### src/design/twu_pkg.sv
package twu_pkg;
  // register byte offsets
  localparam logic [5:0] TWU_OFS_COMP0 = 6'h00;
  localparam logic [5:0] TWU_OFS_MASK0 = 6'h04;
  localparam logic [5:0] TWU_OFS_FCT0 = 6'h08;
  localparam logic [5:0] TWU_OFS_COMP1 = 6'h10;
  localparam logic [5:0] TWU_OFS_MASK1 = 6'h14;
  localparam logic [5:0] TWU_OFS_FCT1 = 6'h18;
  localparam logic [5:0] TWU_OFS_INT_STATUS = 6'h20;
  localparam logic [5:0] TWU_OFS_INT_MASK = 6'h24;
  // function control field positions
  localparam int TWU_FUNC_LSB = 0;
  localparam int TWU_DCE_BIT = 8;
  localparam int TWU_SIZE_LSB = 10;
  localparam int TWU_LSEL_BIT = 12;
  localparam int TWU_HIT_BIT = 24;
  // interrupt status bit positions
  localparam int TWU_INT_HIT0_BIT = 0;
  localparam int TWU_INT_HIT1_BIT = 1;
  // reset values
  localparam logic [31:0] TWU_COMP_RESET = 32'h0000_0000;
  localparam logic [4:0] TWU_MASK_RESET = 5'h00;
  localparam logic [3:0] TWU_FUNC_RESET = 4'h0;
  localparam logic [1:0] TWU_SIZE_RESET = 2'h0;
  localparam logic [1:0] TWU_INT_RESET = 2'h0;
  // largest address ignore mask
  localparam logic [4:0] TWU_MASK_MAX = 5'h18;
  // action encodings
  localparam logic [3:0] TWU_ACT_OFF = 4'h0;
  localparam logic [3:0] TWU_ACT_FETCH = 4'h4;
  localparam logic [3:0] TWU_ACT_READ = 4'h5;
  localparam logic [3:0] TWU_ACT_WRITE = 4'h6;
  localparam logic [3:0] TWU_ACT_RDWR = 4'h7;
  // data compare sizes
  localparam logic [1:0] TWU_SIZE_BYTE = 2'h0;
  localparam logic [1:0] TWU_SIZE_HALF = 2'h1;
  localparam logic [1:0] TWU_SIZE_WORD = 2'h2;
endpackage

### src/design/twu_addr_cmp.sv
`timescale 1ns/10ps
module twu_addr_cmp
  import twu_pkg::*;
(
  input wire logic [31:0] ref_in, // reference address
  input wire logic [4:0] mask_in, // ignored low address bits
  input wire logic fetch_watch_in, // comparator watches fetches
  input wire logic [31:0] addr_in, // observed address
  output logic match_out // address match
);
  logic [31:0] ignore_bits;
  logic [31:0] care_bits;

  // zero mask on a fetch watch still drops bit 0
  assign ignore_bits = (mask_in == 5'h00) ? {31'h0, fetch_watch_in} :
                       ((32'h0000_0001 << mask_in) - 32'h0000_0001);
  assign care_bits = ~ignore_bits;
  assign match_out = ((addr_in ^ ref_in) & care_bits) == 32'h0000_0000;
endmodule

### src/design/twu_data_cmp.sv
`timescale 1ns/10ps
module twu_data_cmp
  import twu_pkg::*;
(
  input wire logic [31:0] ref_in, // replicated reference value
  input wire logic [1:0] size_in, // configured compare size
  input wire logic [1:0] bus_size_in, // size of observed transfer
  input wire logic [1:0] lane_in, // low address bits of transfer
  input wire logic [31:0] data_in, // observed data
  output logic match_out // data match
);
  logic [31:0] diff;
  logic byte_eq;
  logic half_eq;
  logic word_eq;
  logic size_eq;

  assign diff = data_in ^ ref_in;
  assign byte_eq = diff[{lane_in, 3'h0} +: 8] == 8'h00;
  assign half_eq = diff[{lane_in[1], 4'h0} +: 16] == 16'h0000;
  assign word_eq = diff == 32'h0000_0000;
  assign size_eq = bus_size_in == size_in;
  assign match_out = size_eq & ((size_in == TWU_SIZE_BYTE) ? byte_eq :
                                (size_in == TWU_SIZE_HALF) ? half_eq :
                                (size_in == TWU_SIZE_WORD) ? word_eq : 1'b0);
endmodule

### src/design/twu_top.sv
// Summary of operation
// link select holds only zero or one
// link select picks linked address comparator
// software sets link select for data/address pair
// size field picks byte, halfword or word
// software never writes size code three
// data enable picks data or address compare
// comparator 0 both kinds, comparator 1 address
// action codes off, fetch, read, write, both
// comparator 1 uses the same action codes
// software writes only the five action codes
// linked mode: software zeroes comparator 1 action
// linked mode honours the comparator 1 mask
// comparator 1 data fields read zero, ignore writes
// hit flag sticky, cleared by register read
// reserved bits read as zero
// comparator 0 hit by mode and link
// software replicates narrow reference across lanes
// compare in transfer cycle, flag next edge
//
// Chosen here: register access over Avalon-MM and the register addresses.
`timescale 1ns/10ps
module twu_top
  import twu_pkg::*;
(
  input wire logic ref_clk_in, // 250 MHz clock
  input wire logic reset_n_in, // async reset, active low
  input wire logic [5:0] avs_address_in, // register byte address
  input wire logic avs_read_in, // read request
  input wire logic avs_write_in, // write request
  input wire logic [31:0] avs_writedata_in, // write data
  input wire logic [3:0] avs_byteenable_in, // write byte lanes
  output logic [31:0] avs_readdata_out, // read data
  output logic avs_waitrequest_out, // stall request
  input wire logic bus_valid_in, // observed transfer present
  input wire logic [31:0] bus_addr_in, // transfer address
  input wire logic [31:0] bus_data_in, // transfer data
  input wire logic bus_fetch_in, // transfer is instruction fetch
  input wire logic bus_write_in, // data transfer is a write
  input wire logic [1:0] bus_size_in, // 0 byte, 1 half, 2 word
  output logic irq_out // level interrupt
);
  // access type against action code
  function automatic logic action_hit(input logic [3:0] act, input logic fetch,
                                      input logic wr);
    logic hit;
    hit = 1'b0;
    case (act)
      TWU_ACT_FETCH: hit = fetch;
      TWU_ACT_READ: hit = ~fetch & ~wr;
      TWU_ACT_WRITE: hit = ~fetch & wr;
      TWU_ACT_RDWR: hit = ~fetch;
      default: hit = 1'b0;
    endcase
    return hit;
  endfunction

  // byte-lane merge of a write
  function automatic logic [31:0] lane_merge(input logic [31:0] old_val,
                                             input logic [31:0] new_val,
                                             input logic [3:0] be);
    logic [31:0] res;
    res = old_val;
    for (int i = 0; i < 4; i++) begin
      if (be[i]) begin
        res[i*8 +: 8] = new_val[i*8 +: 8];
      end
    end
    return res;
  endfunction

  // mask write clamped to the largest mask
  function automatic logic [4:0] mask_clamp(input logic [31:0] wd);
    logic [4:0] m;
    m = (wd[4:0] > TWU_MASK_MAX) ? TWU_MASK_MAX : wd[4:0];
    return m;
  endfunction

  logic [31:0] comp0_reg;
  logic [31:0] comp0_next;
  logic [31:0] comp1_reg;
  logic [31:0] comp1_next;
  logic [4:0] mask0_reg;
  logic [4:0] mask0_next;
  logic [4:0] mask1_reg;
  logic [4:0] mask1_next;
  logic [3:0] func0_reg;
  logic [3:0] func0_next;
  logic dce0_reg;
  logic dce0_next;
  logic [1:0] size0_reg;
  logic [1:0] size0_next;
  logic lsel0_reg;
  logic lsel0_next;
  logic [3:0] func1_reg;
  logic [3:0] func1_next;
  logic hit0_reg;
  logic hit0_next;
  logic hit1_reg;
  logic hit1_next;
  logic [1:0] int_status_reg;
  logic [1:0] int_status_next;
  logic [1:0] int_mask_reg;
  logic [1:0] int_mask_next;
  logic ack_reg;
  logic ack_next;
  logic [31:0] rdata_reg;
  logic [31:0] rdata_next;

  // bus handshake
  wire req = avs_read_in | avs_write_in;
  wire capture = req & ~ack_reg;
  wire accept = req & ack_reg;
  wire wr_acc = accept & avs_write_in;
  wire rd_cap = capture & avs_read_in;
  wire [3:0] be = avs_byteenable_in;
  wire [31:0] wd = avs_writedata_in;

  // address decode
  wire sel_comp0 = avs_address_in == TWU_OFS_COMP0;
  wire sel_mask0 = avs_address_in == TWU_OFS_MASK0;
  wire sel_fct0 = avs_address_in == TWU_OFS_FCT0;
  wire sel_comp1 = avs_address_in == TWU_OFS_COMP1;
  wire sel_mask1 = avs_address_in == TWU_OFS_MASK1;
  wire sel_fct1 = avs_address_in == TWU_OFS_FCT1;
  wire sel_ists = avs_address_in == TWU_OFS_INT_STATUS;
  wire sel_imsk = avs_address_in == TWU_OFS_INT_MASK;

  // comparators
  wire fetch_watch0 = func0_reg == TWU_ACT_FETCH;
  wire fetch_watch1 = func1_reg == TWU_ACT_FETCH;
  wire addr0_match;
  wire addr1_match;
  wire data0_match;

  twu_addr_cmp u_addr0 (
    .ref_in(comp0_reg),
    .mask_in(mask0_reg),
    .fetch_watch_in(fetch_watch0),
    .addr_in(bus_addr_in),
    .match_out(addr0_match)
  );

  // comparator 1 keeps its own mask when linked
  twu_addr_cmp u_addr1 (
    .ref_in(comp1_reg),
    .mask_in(mask1_reg),
    .fetch_watch_in(fetch_watch1),
    .addr_in(bus_addr_in),
    .match_out(addr1_match)
  );

  // only comparator 0 has a data compare
  twu_data_cmp u_data0 (
    .ref_in(comp0_reg),
    .size_in(size0_reg),
    .bus_size_in(bus_size_in),
    .lane_in(bus_addr_in[1:0]),
    .data_in(bus_data_in),
    .match_out(data0_match)
  );

  // evaluated while the transfer is presented
  wire type0 = bus_valid_in & action_hit(func0_reg, bus_fetch_in, bus_write_in);
  wire type1 = bus_valid_in & action_hit(func1_reg, bus_fetch_in, bus_write_in);
  // linked address comes from comparator 1 when selected
  wire link_ok = lsel0_reg ? addr1_match : 1'b1;

  wire event0 = type0 & (dce0_reg ? (data0_match & link_ok) : addr0_match);
  // linked data compare also qualifies when comparator 1 action is off
  wire event1 = type1 & addr1_match;

  // register write paths, writes land at the accepting edge
  assign comp0_next = (wr_acc & sel_comp0) ? lane_merge(comp0_reg, wd, be) : comp0_reg;
  assign comp1_next = (wr_acc & sel_comp1) ? lane_merge(comp1_reg, wd, be) : comp1_reg;
  assign mask0_next = (wr_acc & sel_mask0 & be[0]) ? mask_clamp(wd) : mask0_reg;
  assign mask1_next = (wr_acc & sel_mask1 & be[0]) ? mask_clamp(wd) : mask1_reg;
  assign func0_next = (wr_acc & sel_fct0 & be[0]) ? wd[TWU_FUNC_LSB +: 4] : func0_reg;
  assign dce0_next = (wr_acc & sel_fct0 & be[1]) ? wd[TWU_DCE_BIT] : dce0_reg;
  assign size0_next = (wr_acc & sel_fct0 & be[1]) ? wd[TWU_SIZE_LSB +: 2] : size0_reg;
  // only the low bit of the select field is stored
  assign lsel0_next = (wr_acc & sel_fct0 & be[1]) ? wd[TWU_LSEL_BIT] : lsel0_reg;
  // comparator 1 keeps only its action field
  assign func1_next = (wr_acc & sel_fct1 & be[0]) ? wd[TWU_FUNC_LSB +: 4] : func1_reg;
  assign int_mask_next = (wr_acc & sel_imsk & be[0]) ? wd[1:0] : int_mask_reg;

  // a read clears, a new hit in the same cycle wins
  assign hit0_next = event0 | (hit0_reg & ~(rd_cap & sel_fct0));
  assign hit1_next = event1 | (hit1_reg & ~(rd_cap & sel_fct1));

  // sticky status, write one to clear, set wins
  wire [1:0] ev_vec = {event1, event0};
  wire [1:0] w1c = (wr_acc & sel_ists & be[0]) ? wd[1:0] : 2'h0;
  assign int_status_next = ev_vec | (int_status_reg & ~w1c);

  // read data images
  wire [31:0] fct0_img = (32'(hit0_reg) << TWU_HIT_BIT) |
                         (32'(lsel0_reg) << TWU_LSEL_BIT) |
                         (32'(size0_reg) << TWU_SIZE_LSB) |
                         (32'(dce0_reg) << TWU_DCE_BIT) |
                         (32'(func0_reg) << TWU_FUNC_LSB);
  wire [31:0] fct1_img = (32'(hit1_reg) << TWU_HIT_BIT) |
                         (32'(func1_reg) << TWU_FUNC_LSB);
  wire [31:0] rd_mux = sel_comp0 ? comp0_reg :
                       sel_mask0 ? 32'(mask0_reg) :
                       sel_fct0 ? fct0_img :
                       sel_comp1 ? comp1_reg :
                       sel_mask1 ? 32'(mask1_reg) :
                       sel_fct1 ? fct1_img :
                       sel_ists ? 32'(int_status_reg) :
                       sel_imsk ? 32'(int_mask_reg) : 32'h0000_0000;
  assign rdata_next = rd_cap ? rd_mux : rdata_reg;
  assign ack_next = capture;

  assign avs_waitrequest_out = capture;
  assign avs_readdata_out = rdata_reg;
  assign irq_out = |(int_status_reg & int_mask_reg);

  always_ff @(posedge ref_clk_in or negedge reset_n_in) begin
    if (!reset_n_in) begin
      comp0_reg <= TWU_COMP_RESET;
      comp1_reg <= TWU_COMP_RESET;
      mask0_reg <= TWU_MASK_RESET;
      mask1_reg <= TWU_MASK_RESET;
    end else begin
      comp0_reg <= comp0_next;
      comp1_reg <= comp1_next;
      mask0_reg <= mask0_next;
      mask1_reg <= mask1_next;
    end
  end

  always_ff @(posedge ref_clk_in or negedge reset_n_in) begin
    if (!reset_n_in) begin
      func0_reg <= TWU_FUNC_RESET;
      dce0_reg <= 1'b0;
      size0_reg <= TWU_SIZE_RESET;
      lsel0_reg <= 1'b0;
      func1_reg <= TWU_FUNC_RESET;
    end else begin
      func0_reg <= func0_next;
      dce0_reg <= dce0_next;
      size0_reg <= size0_next;
      lsel0_reg <= lsel0_next;
      func1_reg <= func1_next;
    end
  end

  always_ff @(posedge ref_clk_in or negedge reset_n_in) begin
    if (!reset_n_in) begin
      hit0_reg <= 1'b0;
      hit1_reg <= 1'b0;
    end else begin
      hit0_reg <= hit0_next;
      hit1_reg <= hit1_next;
    end
  end

  always_ff @(posedge ref_clk_in or negedge reset_n_in) begin
    if (!reset_n_in) begin
      int_status_reg <= TWU_INT_RESET;
      int_mask_reg <= TWU_INT_RESET;
    end else begin
      int_status_reg <= int_status_next;
      int_mask_reg <= int_mask_next;
    end
  end

  always_ff @(posedge ref_clk_in or negedge reset_n_in) begin
    if (!reset_n_in) begin
      ack_reg <= 1'b0;
      rdata_reg <= 32'h0000_0000;
    end else begin
      ack_reg <= ack_next;
      rdata_reg <= rdata_next;
    end
  end
endmodule

### config.mk
export PLATFORM = sky130hd
export DESIGN_NAME = twu_top
export DESIGN_NICKNAME = d
export VERILOG_FILES = /design/src/design/twu_pkg.sv /design/src/design/twu_addr_cmp.sv /design/src/design/twu_data_cmp.sv /design/src/design/twu_top.sv
export SDC_FILE = /design/constraint.sdc
export NUM_CORES = 1
export LEC_CHECK = 0
export ABC_AREA = 1
export BUFFER_PORTS_ARGS = -buffer_cell sky130_fd_sc_hd__buf_2
export CAP_MARGIN = 10
export CORE_MARGIN = 3
export CORE_UTILIZATION = 57
export CTS_CLUSTER_DIAMETER = 50
export DETAILED_ROUTE_END_ITERATION = 7
export PLACE_DENSITY = 0.81
export SLEW_MARGIN = 20
export SYNTH_ARGS = -nofsm -noshare
export SYNTH_HDL_FRONTEND = slang
export SYNTH_SLANG_ARGS = --single-unit
export TNS_END_PERCENT = 100
### constraint.sdc
create_clock -name ref_clk_in -period 3.6 [get_ports ref_clk_in]
set_clock_uncertainty 0.15 [all_clocks]
set_input_delay 0.72 -clock ref_clk_in [delete_from_list [all_inputs] [get_ports ref_clk_in]]
set_output_delay 0.72 -clock ref_clk_in [all_outputs]
set_load 0.005 [all_outputs]
==> results of run 1 <==
## cell families (layout without fill, tap and decap cells)
logic type | Yosys count | in the layout | share of synthesized area [%]
flops | 125 | 125 | 37.3
fa+ha+maj | 2 | 2 | 0.298
simple gates | 580 | 580 | 30.6
buf+inv | 149 | 294 | 7.36
xor+xnor | 93 | 93 | 9.72
compound gates | 229 | 229 | 14.7
## worst max-delay path, delay by kind of cell, from the launching register on
kind | cells | cell delay (ns)
and+or+nand+nor | 15 | 1.61
DFF | 1 | 0.55
buffers and inverters | 2 | 0.36
adders and majority gates | 1 | 0.25
AOI/OAI and AO/OA | 2 | 0.22
## layout make-up
cell class / count / area [um^2] / area share (%)
Multi-Input combinational cell: 904 / 4650 / 47.0
Sequential cell: 125 / 3130 / 31.6
Timing Repair Buffer: 169 / 926 / 9.36
Clock buffer: 19 / 453 / 4.58
Inverter: 93 / 349 / 3.53
Tap cell: 180 / 225 / 2.28
Clock inverter: 13 / 163 / 1.64
## placed cells by master, fill, tap and decap left out, types with 5 or more instances in the layout
master,n
nand2_1,291
nor2_1,110
o211ai_1,5
nor2_2,8
buf_2,147
clkbuf_16,17
a31oi_1,7
nand3_1,72
inv_2,8
xnor2_1,35
dfrtp_1,125
nand3b_1,5
nor3_1,5
o21ai_0,122
or2_2,10
nand4_1,67
buf_4,20
a22oi_1,5
xor2_1,58
a21oi_1,72
inv_1,84
## final timing paths
kind                                              endpoint  slack (ns)  cells after the start
hold / removal                           ack_reg$_DFF_PN0_        0.19                      1
hold reg to reg            avs_readdata_out[4]$_DFFE_PN0P_        0.34                      2
min in group ref_clk_in    avs_readdata_out[4]$_DFFE_PN0P_        0.34                      2
setup / recovery               int_status_reg[0]$_DFF_PN0_        0.40                     20
max in group asynchronous        comp1_reg[25]$_DFFE_PN0P_        2.28                      2
setup reg to reg               int_status_reg[0]$_DFF_PN0_        0.40                     20
## metal layers
layer | up-vias | global-route usage, %
li1 | 4200 | -
met1 | 4162 | 44.7
met2 | 562 | 51.7
met3 | 94 | 10.4
met4 | 0 | 13.2
met5 | - | 0
## through the flow
step           instance area, um^2  worst slack [ns]  utilization (%)
2_1_floorplan                 8380             0.895                -
5_1_grt                       9890             0.115             69.9
4_1_cts                       9890             0.507             69.9
3_5_place_dp                  9280             0.537             65.6
3_3_place_gp                  9280             0.630             65.6
6_report                      9890             0.400             69.9
## where the power goes
| group | total (mW) | internal, mW | switching [mW] | leakage (nW) |
|---|---|---|---|---|
| Sequential | 1.62 | 1.52 | 0.106 | 1.64 |
| Combinational | 0.787 | 0.303 | 0.483 | 3.06 |
| Clock | 1.79 | 1.13 | 0.663 | 0.296 |
| Total | 4.20 | 2.94 | 1.25 | 5.00 |
==> metrics.txt, run 1 <==
starting utilization of the core area=59.2%; H-tree depth=4; post-detailed-route wirelength per cell=roughly 18 um; cells traversed along the worst timing path=nor2_4, nand3_1, nor2_1, buf_4, inv_2, ha_1, nand2_2, nor2_1, nand2_1, o21ai_0, nand3_1, nand2_1, nand2_1, nor2_1, nand2_1, nor2_1, nand2_1, a21oi_1, nand2_1, nand2_1; status=complete, no violations; maximum number of pins on one net before global-route repair=73; highest metal layer with signal wires=met4; Mapped Avg Cell Area=7.12 um^2; max_slew headroom=49.1%; number of vias per cell=6.00; length of routed met2 wiring=~13000 um; slowest stage delay, CP=0.55 ns; count of yosys warnings during synthesis=0; Seq/Total Area, Yosys=37.3%; startpoint class of the critical path=flip-flop; worst hold slack=0.190 ns; First DRT Iteration DRCs=~1.5k; min cycle time layout=3.20 ns; type of destination of the critical path=flip-flop; filler-free cell count of the finished design=1503; chip height=approximately 130 um; maximum buffer depth of the clock tree=2; area of the placeable core=14100 um^2; Detailed Route WL=27400 um; net count after synthesis=1295; flip-flop and latch count after synthesis=125; number of enable-type register cells in the synthesized netlist=0; fin nets=1427; vias in the first global route=8440; met3 wirelength from detailed routing=3100 um; leakage power=roughly 5.0 nW; power density normalized to cell area=424 nW/um^2; largest area contributor in the synthesized netlist=dfrtp_1; routability congestion estimate from global placement=0.996; top-level I/O count=around 150; Top FF cell, synth=dfrtp_1; count of nets left with antenna violations after detail routing=0; placed insts=1471; number of core rows=43; final-report setup violation count=0; min-delay worst type=in -> async; launching point of the worst reg2reg path=mask0_reg[1]$_DFFE_PN0P_; Fmax=roughly 310 MHz; number of post-CTS setup repair buffers=0; global-route wire length before repair=43000 um; die width=127 um; cells taking the most area after synthesis=dfrtp_1, nand2_1, o21ai_0; worst slew pin tran=0.744 ns; maximum resistive drop on vdd=0.000371 V; Synth Cell Area=8380 um^2; synthesis-to-finish area growth=18.0%; most frequent cell after synthesis=nand2_1; number of inserted filler cells in the final layout=about 1.2k; All-Layer GR Usage=33.7%; detailed-route wire length on metal 1=10700 um; area of the die=16200 um^2; Final Cycle Share=88.9%; Max Transition Viols Final=0; clock-pin slew reported for the worst setup and hold paths after clock tree synthesis=around 0.060 ns; CTS Buf Count=17; synth cell count leaders=nand2_1, dfrtp_1, o21ai_0, nor2_1, inv_1; via count=about 9k; master of the slowest instance on the critical path=dfrtp_1; instance count of the mapped netlist=around 1.2k; WP data required=approximately 3.8 ns; number of clock sinks seen by CTS=125; antenna violations before repair=0; setup repair after global routing missed its margin=false; number of buffers inserted for hold repair after clock tree synthesis=0; count of input and output buffers=about 150; hold violation count in the final report=0; share of cells above drive strength 1=17.8%; arrival time at the worst endpoint=3.41 ns; count of cells resized by post-cts repair=0; Clk Latency, worst-skew pair=0.43 ns; ANT cells=0; clock tree from TritonCTS=done; DRC=0; power consumption=4.20 mW; area fraction of the dominant cell type after synthesis=between 30% and 40%; count of cell types in the netlist=46; fraction of registers with async set or reset after synthesis=100%; Critical Path Source=mask0_reg[1]$_DFFE_PN0P_; first-pass iteration count of the detailed router=6; CP Max Fanout=12; most common cell type on the critical path=nand2_1; final global-route overflow total=0; Clock Tree Root=clkbuf_16; setup tns final=0 ns; HPWL after detailed placement=19700 um; kind of critical path=reg -> reg; number of max-cap violations=0
Power figures use the tool's default switching activity.
==> inputs of run 2 (changes only) <==
GPL_TIMING_DRIVEN = 0   (was unset)
clock period = 3.31 ns   (was 3.6 ns; I/O delays follow)
==> metrics.txt, run 2 (same netlist as run 1, synthesis figures left out) <==
ANT cells=0 (unchanged); count of nets left with antenna violations after detail routing=0 (unchanged); area of the placeable core=14100 um^2 (unchanged); count of input and output buffers=148 (unchanged); HPWL after detailed placement=21400 um (+8.8%); combinational share of power=19.3% (+0.6 points); area of the die=16200 um^2 (unchanged); post-detailed-route wirelength per cell=18.5 um (+1.7%); hold violation count in the final report=0 (unchanged); Final Cycle Share=95.2% (+6.3 points); clock tree from TritonCTS=done; routing usage on met2=54.0% (+2.3 points); share of cells above drive strength 1=18.3% (+0.55 points); Internal Pwr Total=3.18 mW (+8.1%); setup repair after global routing missed its margin=false; All-Layer GR Usage=35.8% (+2.2 points); power density normalized to cell area=455 nW/um^2 (+7.3%); most common cell after layout, fill and taps aside=nand2_1; antenna violations before repair=0 (unchanged); fraction of met1 tracks used by global routing=49.1% (+4.3 points); startpoint class of the critical path=flip-flop; die width=127 um (unchanged); length in cells of the worst reg-to-reg path=23 (+15%); final global-route overflow total=0 (unchanged); Max Transition Viols Final=0 (unchanged); global-route wire length before repair=45300 um (+5.2%); clock network power share=42.5% (about the same); core utilization of the finished layout=71.3% (+1.4 points); Fmax=317 MHz (+1.6%); clock-pin slew reported for the worst setup and hold paths after clock tree synthesis=0.06 ns (about the same); CTS Buf Count=17 (unchanged); kind of critical path=reg -> reg; met3 usage in global routing=10.2% (-0.13 points); Sw Ratio=30.8% (+0.92 points); chip height=127 um (unchanged); fin nets=1465 (+2.7%); status=complete, no violations; Detailed Route WL=28600 um (+4.2%); most common cell type on the critical path=nand2_1; portion of total power attributed to sequential cells=38.2% (-0.4 points); top-level I/O count=149 (unchanged); number of max-cap violations=0 (unchanged); master of the slowest instance on the critical path=dfrtp_1; CP Max Fanout=10 (-2); final-report setup violation count=0 (unchanged); min-delay worst type=in -> async; routability congestion estimate from global placement=1.01 (+1.9%); first-pass iteration count of the detailed router=6 (unchanged); placed insts=1507 (+2.4%); busiest layer in global routing=met2; number of vias per cell=5.92 (-1.3%); Clock Tree Root=clkbuf_16; slowest stage delay, CP=0.32 ns (-0.23 ns); number of core rows=43 (unchanged); WP data required=3.51 ns (-0.30 ns); vias in the first global route=8679 (+2.8%); maximum number of pins on one net before global-route repair=77 (+5.5%); launching point of the worst reg2reg path=mask0_reg[1]$_DFFE_PN0P_; First DRT Iteration DRCs=1263 (-17%); filler-free cell count of the finished design=1540 (+2.5%); min cycle time layout=3.15 ns (-0.0499 ns); type of destination of the critical path=flip-flop; Reg2Reg Setup Slack=0.16 ns (-0.24 ns); Switch Pwr=1.41 mW (+13%); maximum resistive drop on vdd=0.000482 V (+30%); H-tree depth=4 (unchanged); DRC=0 (unchanged); max_slew headroom=32.5% (-17 points); maximum buffer depth of the clock tree=2 (unchanged); top library cells by usage in the layout, fill and taps aside=nand2_1, buf_2, dfrtp_1; capturing point of the worst reg2reg path=hit0_reg$_DFF_PN0_; via count=9118 (+1.1%); worst slew pin tran=1.01 ns (+0.264 ns); synthesis-to-finish area growth=20.4%; number of clock sinks seen by CTS=125 (unchanged); starting utilization of the core area=59.2% (unchanged); Clk Latency, worst-skew pair=0.42 ns (about the same); setup tns final=0 ns (unchanged); leakage power=5.06 nW (+1.2%); arrival time at the worst endpoint=3.35 ns (-0.06 ns); cells traversed along the worst timing path=clkbuf_4, inv_1, clkbuf_4, nand3_1, nor2_2, nand2_1, ha_2, nand2_4, nor2_4, nand2_1, inv_2, nand2_1, nand2_1, nand2_1, nand2_1, nand2_1, nor2_1, nand2_1, nor2_1, nand2_1, a21oi_1, nand2_2, nand2_1
-- run 2: changes by cell type in the layout (fill, tap and decap cells not counted), moves of 3 or more --
| cell | change |
|---|---|
| clkbuf_1 | +31 |
| buf_4 | -11 |
| nor2_2 | -3 |
| buf_6 | +4 |
| buf_2 | +12 |
| nor2_1 | -3 |
| nor2_4 | +6 |
-- run 2: worst max path at each step --
stage          depth (start not counted)                  to                startpoint
6_report                              23  hit0_reg$_DFF_PN0_  mask0_reg[1]$_DFFE_PN0P_
5_1_grt                               23  hit0_reg$_DFF_PN0_  mask0_reg[1]$_DFFE_PN0P_
3_5_place_dp                          20  hit0_reg$_DFF_PN0_  mask0_reg[1]$_DFFE_PN0P_
2_1_floorplan                         19  hit0_reg$_DFF_PN0_  mask0_reg[1]$_DFFE_PN0P_
4_1_cts                               20  hit0_reg$_DFF_PN0_  mask1_reg[2]$_DFFE_PN0P_
3_3_place_gp                          20  hit0_reg$_DFF_PN0_  mask0_reg[1]$_DFFE_PN0P_
-- run 2: what timing repair did --
item | in CTS | in global routing
hold buffers | 0 | 0
setup buffers | 1 | 3
hold endpoints to repair | 0 | 0
resized for setup | 5 | 19
endpoints found under the setup margin | 2 | 2
pin swaps | 1 | 2
-- run 2: critical path: cells and delay by family (launching register included) --
| kind | cells | cell delay (ns) |
|---|---|---|
| flops | 1 | 0.32 |
| compound gates | 1 | 0.17 |
| fa+ha+maj | 1 | 0.22 |
| buf+inv | 4 | 0.60 |
| simple gates | 17 | 1.62 |
-- run 2: layer usage --
metal	part of all wire [%]	routed length, um
met2	45	12900
met5	0	0
met1	40	11500
met3	11	3080
met4	3.5	1010
-- run 2: metrics by stage --
step,hold WS [ns],setup slack [ns],area [um^2],power [mW]
6_report,0.0234,0.160,10100,4.60
5_1_grt,0.0447,0.00498,10100,4.79
4_1_cts,0.0389,0.0253,10000,4.57
3_5_place_dp,0.322,-0.206,9380,2.63
3_3_place_gp,0.315,-0.257,9350,2.61
2_1_floorplan,0.216,0.605,8380,2.26
-- run 2: final cells by class --
class	instances	area, um^2
buffer	54	267
clock buffer	17	425
clock inverter	14	183
fill	1213	4060
inverter	93	349
multi-input combinational	904	4710
sequential	125	3130
tap	180	225
timing repair buffer	153	805
-- run 2: power groups by stage --
| stage | registers [mW] | logic, mW | clock network (mW) |
|---|---|---|---|
| 5_1_grt | 1.77 | 0.986 | 2.03 |
| 3_3_place_gp | 1.78 | 0.839 | 0 |
| 3_5_place_dp | 1.78 | 0.858 | 0 |
| 4_1_cts | 1.75 | 0.869 | 1.95 |
| 2_1_floorplan | 1.76 | 0.498 | 0 |
| 6_report | 1.76 | 0.887 | 1.95 |
==> inputs of run 3 (changes only) <==
CORE_UTILIZATION = 52   (was 57)
PLACE_DENSITY = 0.75   (was 0.81)
clock period = 3.1 ns   (was 3.31 ns; I/O delays follow)
==> metrics.txt, run 3 (same netlist as run 1, synthesis figures left out) <==
Clk Latency, worst-skew pair=0.43 ns (about the same); share of cells above drive strength 1=19.0% (+0.74 points); routability congestion estimate from global placement=0.969 (-4.5%); CP Max Fanout=10 (unchanged); Clock Tree Root=clkbuf_16; Top Family by Delay on Critical Path=simple AND/OR/NAND/NOR gates; chip height=133 um (+4.5%); power density normalized to cell area=483 nW/um^2 (+6.0%); Max Transition Viols Final=0 (unchanged); area of the die=17700 um^2 (+9.2%); H-tree depth=4 (unchanged); All-Layer GR Usage=31.7% (-4.2 points); via count=9032 (-0.94%); hold violation count in the final report=0 (unchanged); status=complete, no violations; number of core rows=45 (+4.7%); Finished Cell Area=10300 um^2 (+1.7%); clock-pin slew reported for the worst setup and hold paths after clock tree synthesis=0.06 ns (about the same); cells traversed along the worst timing path=buf_4, nor2_4, nand3_4, nor2_4, inv_2, buf_4, ha_4, nand2_4, nor2_4, nand2_2, inv_2, nand3_1, nand2_1, nand2_1, nand2_1, nor2_1, nand2_1, nor2_2, nand2_1, a21oi_2, nand2_2, nand2_1; launching point of the worst reg2reg path=mask0_reg[1]$_DFFE_PN0P_; fin nets=1470 (+0.34%); First DRT Iteration DRCs=1154 (-8.6%); filler-free cell count of the finished design=1576 (+2.3%); master of the slowest instance on the critical path=dfrtp_1; top-level I/O count=149 (unchanged); core utilization of the finished layout=66.3% (-5.1 points); synthesis-to-finish area growth=22.4%; slowest stage delay, CP=0.35 ns (+0.03 ns); CP bufs+invs=4 (unchanged); Detailed Route WL=28300 um (-0.83%); final-report setup violation count=0 (unchanged); CTS Buf Count=17 (unchanged); global-route wire length before repair=44100 um (-2.5%); worst slack at placement=-0.479 ns (-0.273 ns); final worst-path setup slack=0.202 ns (+0.0423 ns); number of max-cap violations=0 (unchanged); leakage power=5.10 nW (+0.86%); max_slew headroom=35.4% (+2.9 points); die width=133 um (+4.5%); HPWL after detailed placement=21300 um (-0.42%); clock tree from TritonCTS=done; min cycle time layout=2.90 ns (-0.252 ns); setup tns final=0 ns (unchanged); arrival time at the worst endpoint=3.12 ns (-0.23 ns); worst slew pin tran=0.966 ns (-0.0431 ns); Final Cycle Share=93.5% (-1.7 points); type of destination of the critical path=flip-flop; vias in the first global route=8426 (-2.9%); maximum number of pins on one net before global-route repair=80 (+3.9%); antenna violations before repair=0 (unchanged); final global-route overflow total=0 (unchanged); area of the placeable core=15500 um^2 (+9.4%); count of nets left with antenna violations after detail routing=0 (unchanged); maximum buffer depth of the clock tree=2 (unchanged); most common cell after layout, fill and taps aside=nand2_1; DRC=0 (unchanged); maximum resistive drop on vdd=0.000406 V (-16%); Critical Path Source=mask0_reg[1]$_DFFE_PN0P_; placed insts=1538 (+2.1%); most common cell type on the critical path=nand2_1; number of clock sinks seen by CTS=125 (unchanged); worst hold path startpoint=avs_writedata_in[4]; count of input and output buffers=148 (unchanged); kind of critical path=reg -> reg; startpoint class of the critical path=flip-flop; first-pass iteration count of the detailed router=6 (unchanged); WP data required=3.32 ns (-0.19 ns); min-delay worst type=in -> reg; starting utilization of the core area=54.1% (-5.1 points); number of vias per cell=5.73 (-3.2%); ANT cells=0 (unchanged); top library cells by usage in the layout, fill and taps aside=nand2_1, buf_2, dfrtp_1; post-detailed-route wirelength per cell=18.0 um (-3.1%); instance area at placement=9420 um^2 (+0.41%); setup repair after global routing missed its margin=false; Fmax=345 MHz (+8.7%)
[run 3: layout make-up]
type / instances / area (um^2)
fillers: 1376 / 5220
flip-flops and latches: 125 / 3130
clock buffers: 18 / 439
multi-input cells: 904 / 4760
well taps: 211 / 264
plain buffers: 53 / 285
clock inverters: 13 / 178
repair buffers: 159 / 852
inverters: 93 / 354
[run 3: what timing repair did]
item,in CTS,in global routing
pin swaps,2,9
setup buffers,2,7
endpoints found under the setup margin,2,2
hold buffers,1,0
gates cloned,0,0
gates resized for setup,15,30
hold endpoints to repair,46,0
[run 3: stage by stage]
step / power [mW] / hold slack, ns
final: 4.95 / 0.289
after global placement: 2.80 / 0.313
after floorplan: 2.41 / 0.174
after global routing: 5.15 / 0.325
after detailed placement: 2.82 / 0.322
after CTS: 4.91 / 0.291
[run 3: final timing paths]
check	to	slack, ns	cells after the start
worst max-delay path	hit0_reg$_DFF_PN0_	0.20	22
worst min-delay path	mask0_reg[4]$_DFFE_PN0P_	0.29	3
worst max register to register	hit0_reg$_DFF_PN0_	0.20	22
worst min register to register	avs_readdata_out[4]$_DFFE_PN0P_	0.33	2
max in group asynchronous	comp0_reg[27]$_DFFE_PN0P_	1.50	3
min in group asynchronous	comp0_reg[6]$_DFFE_PN0P_	0.54	2
[run 3: routing by layer]
metal,vias to the layer above,global-route usage (%),share of wire [%]
met2,495,48.7,46
li1,4293,-,-
met5,-,0,0
met1,4185,43.8,41
met4,0,11.1,2.7
met3,59,7.68,10
[run 3: power breakdown]
group | internal [mW] | switching [mW]
sequential | 1.76 | 0.118
combinational | 0.373 | 0.588
clock | 1.30 | 0.814
total | 3.43 | 1.52
[run 3: worst reg2reg max path: stages (launching register included)]
cell,delay [ns]
dfrtp_1,0.35
buf_4,0.18
nor2_4,0.14
nand3_4,0.10
nor2_4,0.12
inv_2,0.05
buf_4,0.18
ha_4,0.19
nand2_4,0.10
nor2_4,0.06
nand2_2,0.07
inv_2,0.07
nand3_1,0.07
nand2_1,0.06
nand2_1,0.05
nand2_1,0.04
nor2_1,0.12
nand2_1,0.11
nor2_2,0.17
nand2_1,0.10
a21oi_2,0.16
nand2_2,0.11
nand2_1,0.07
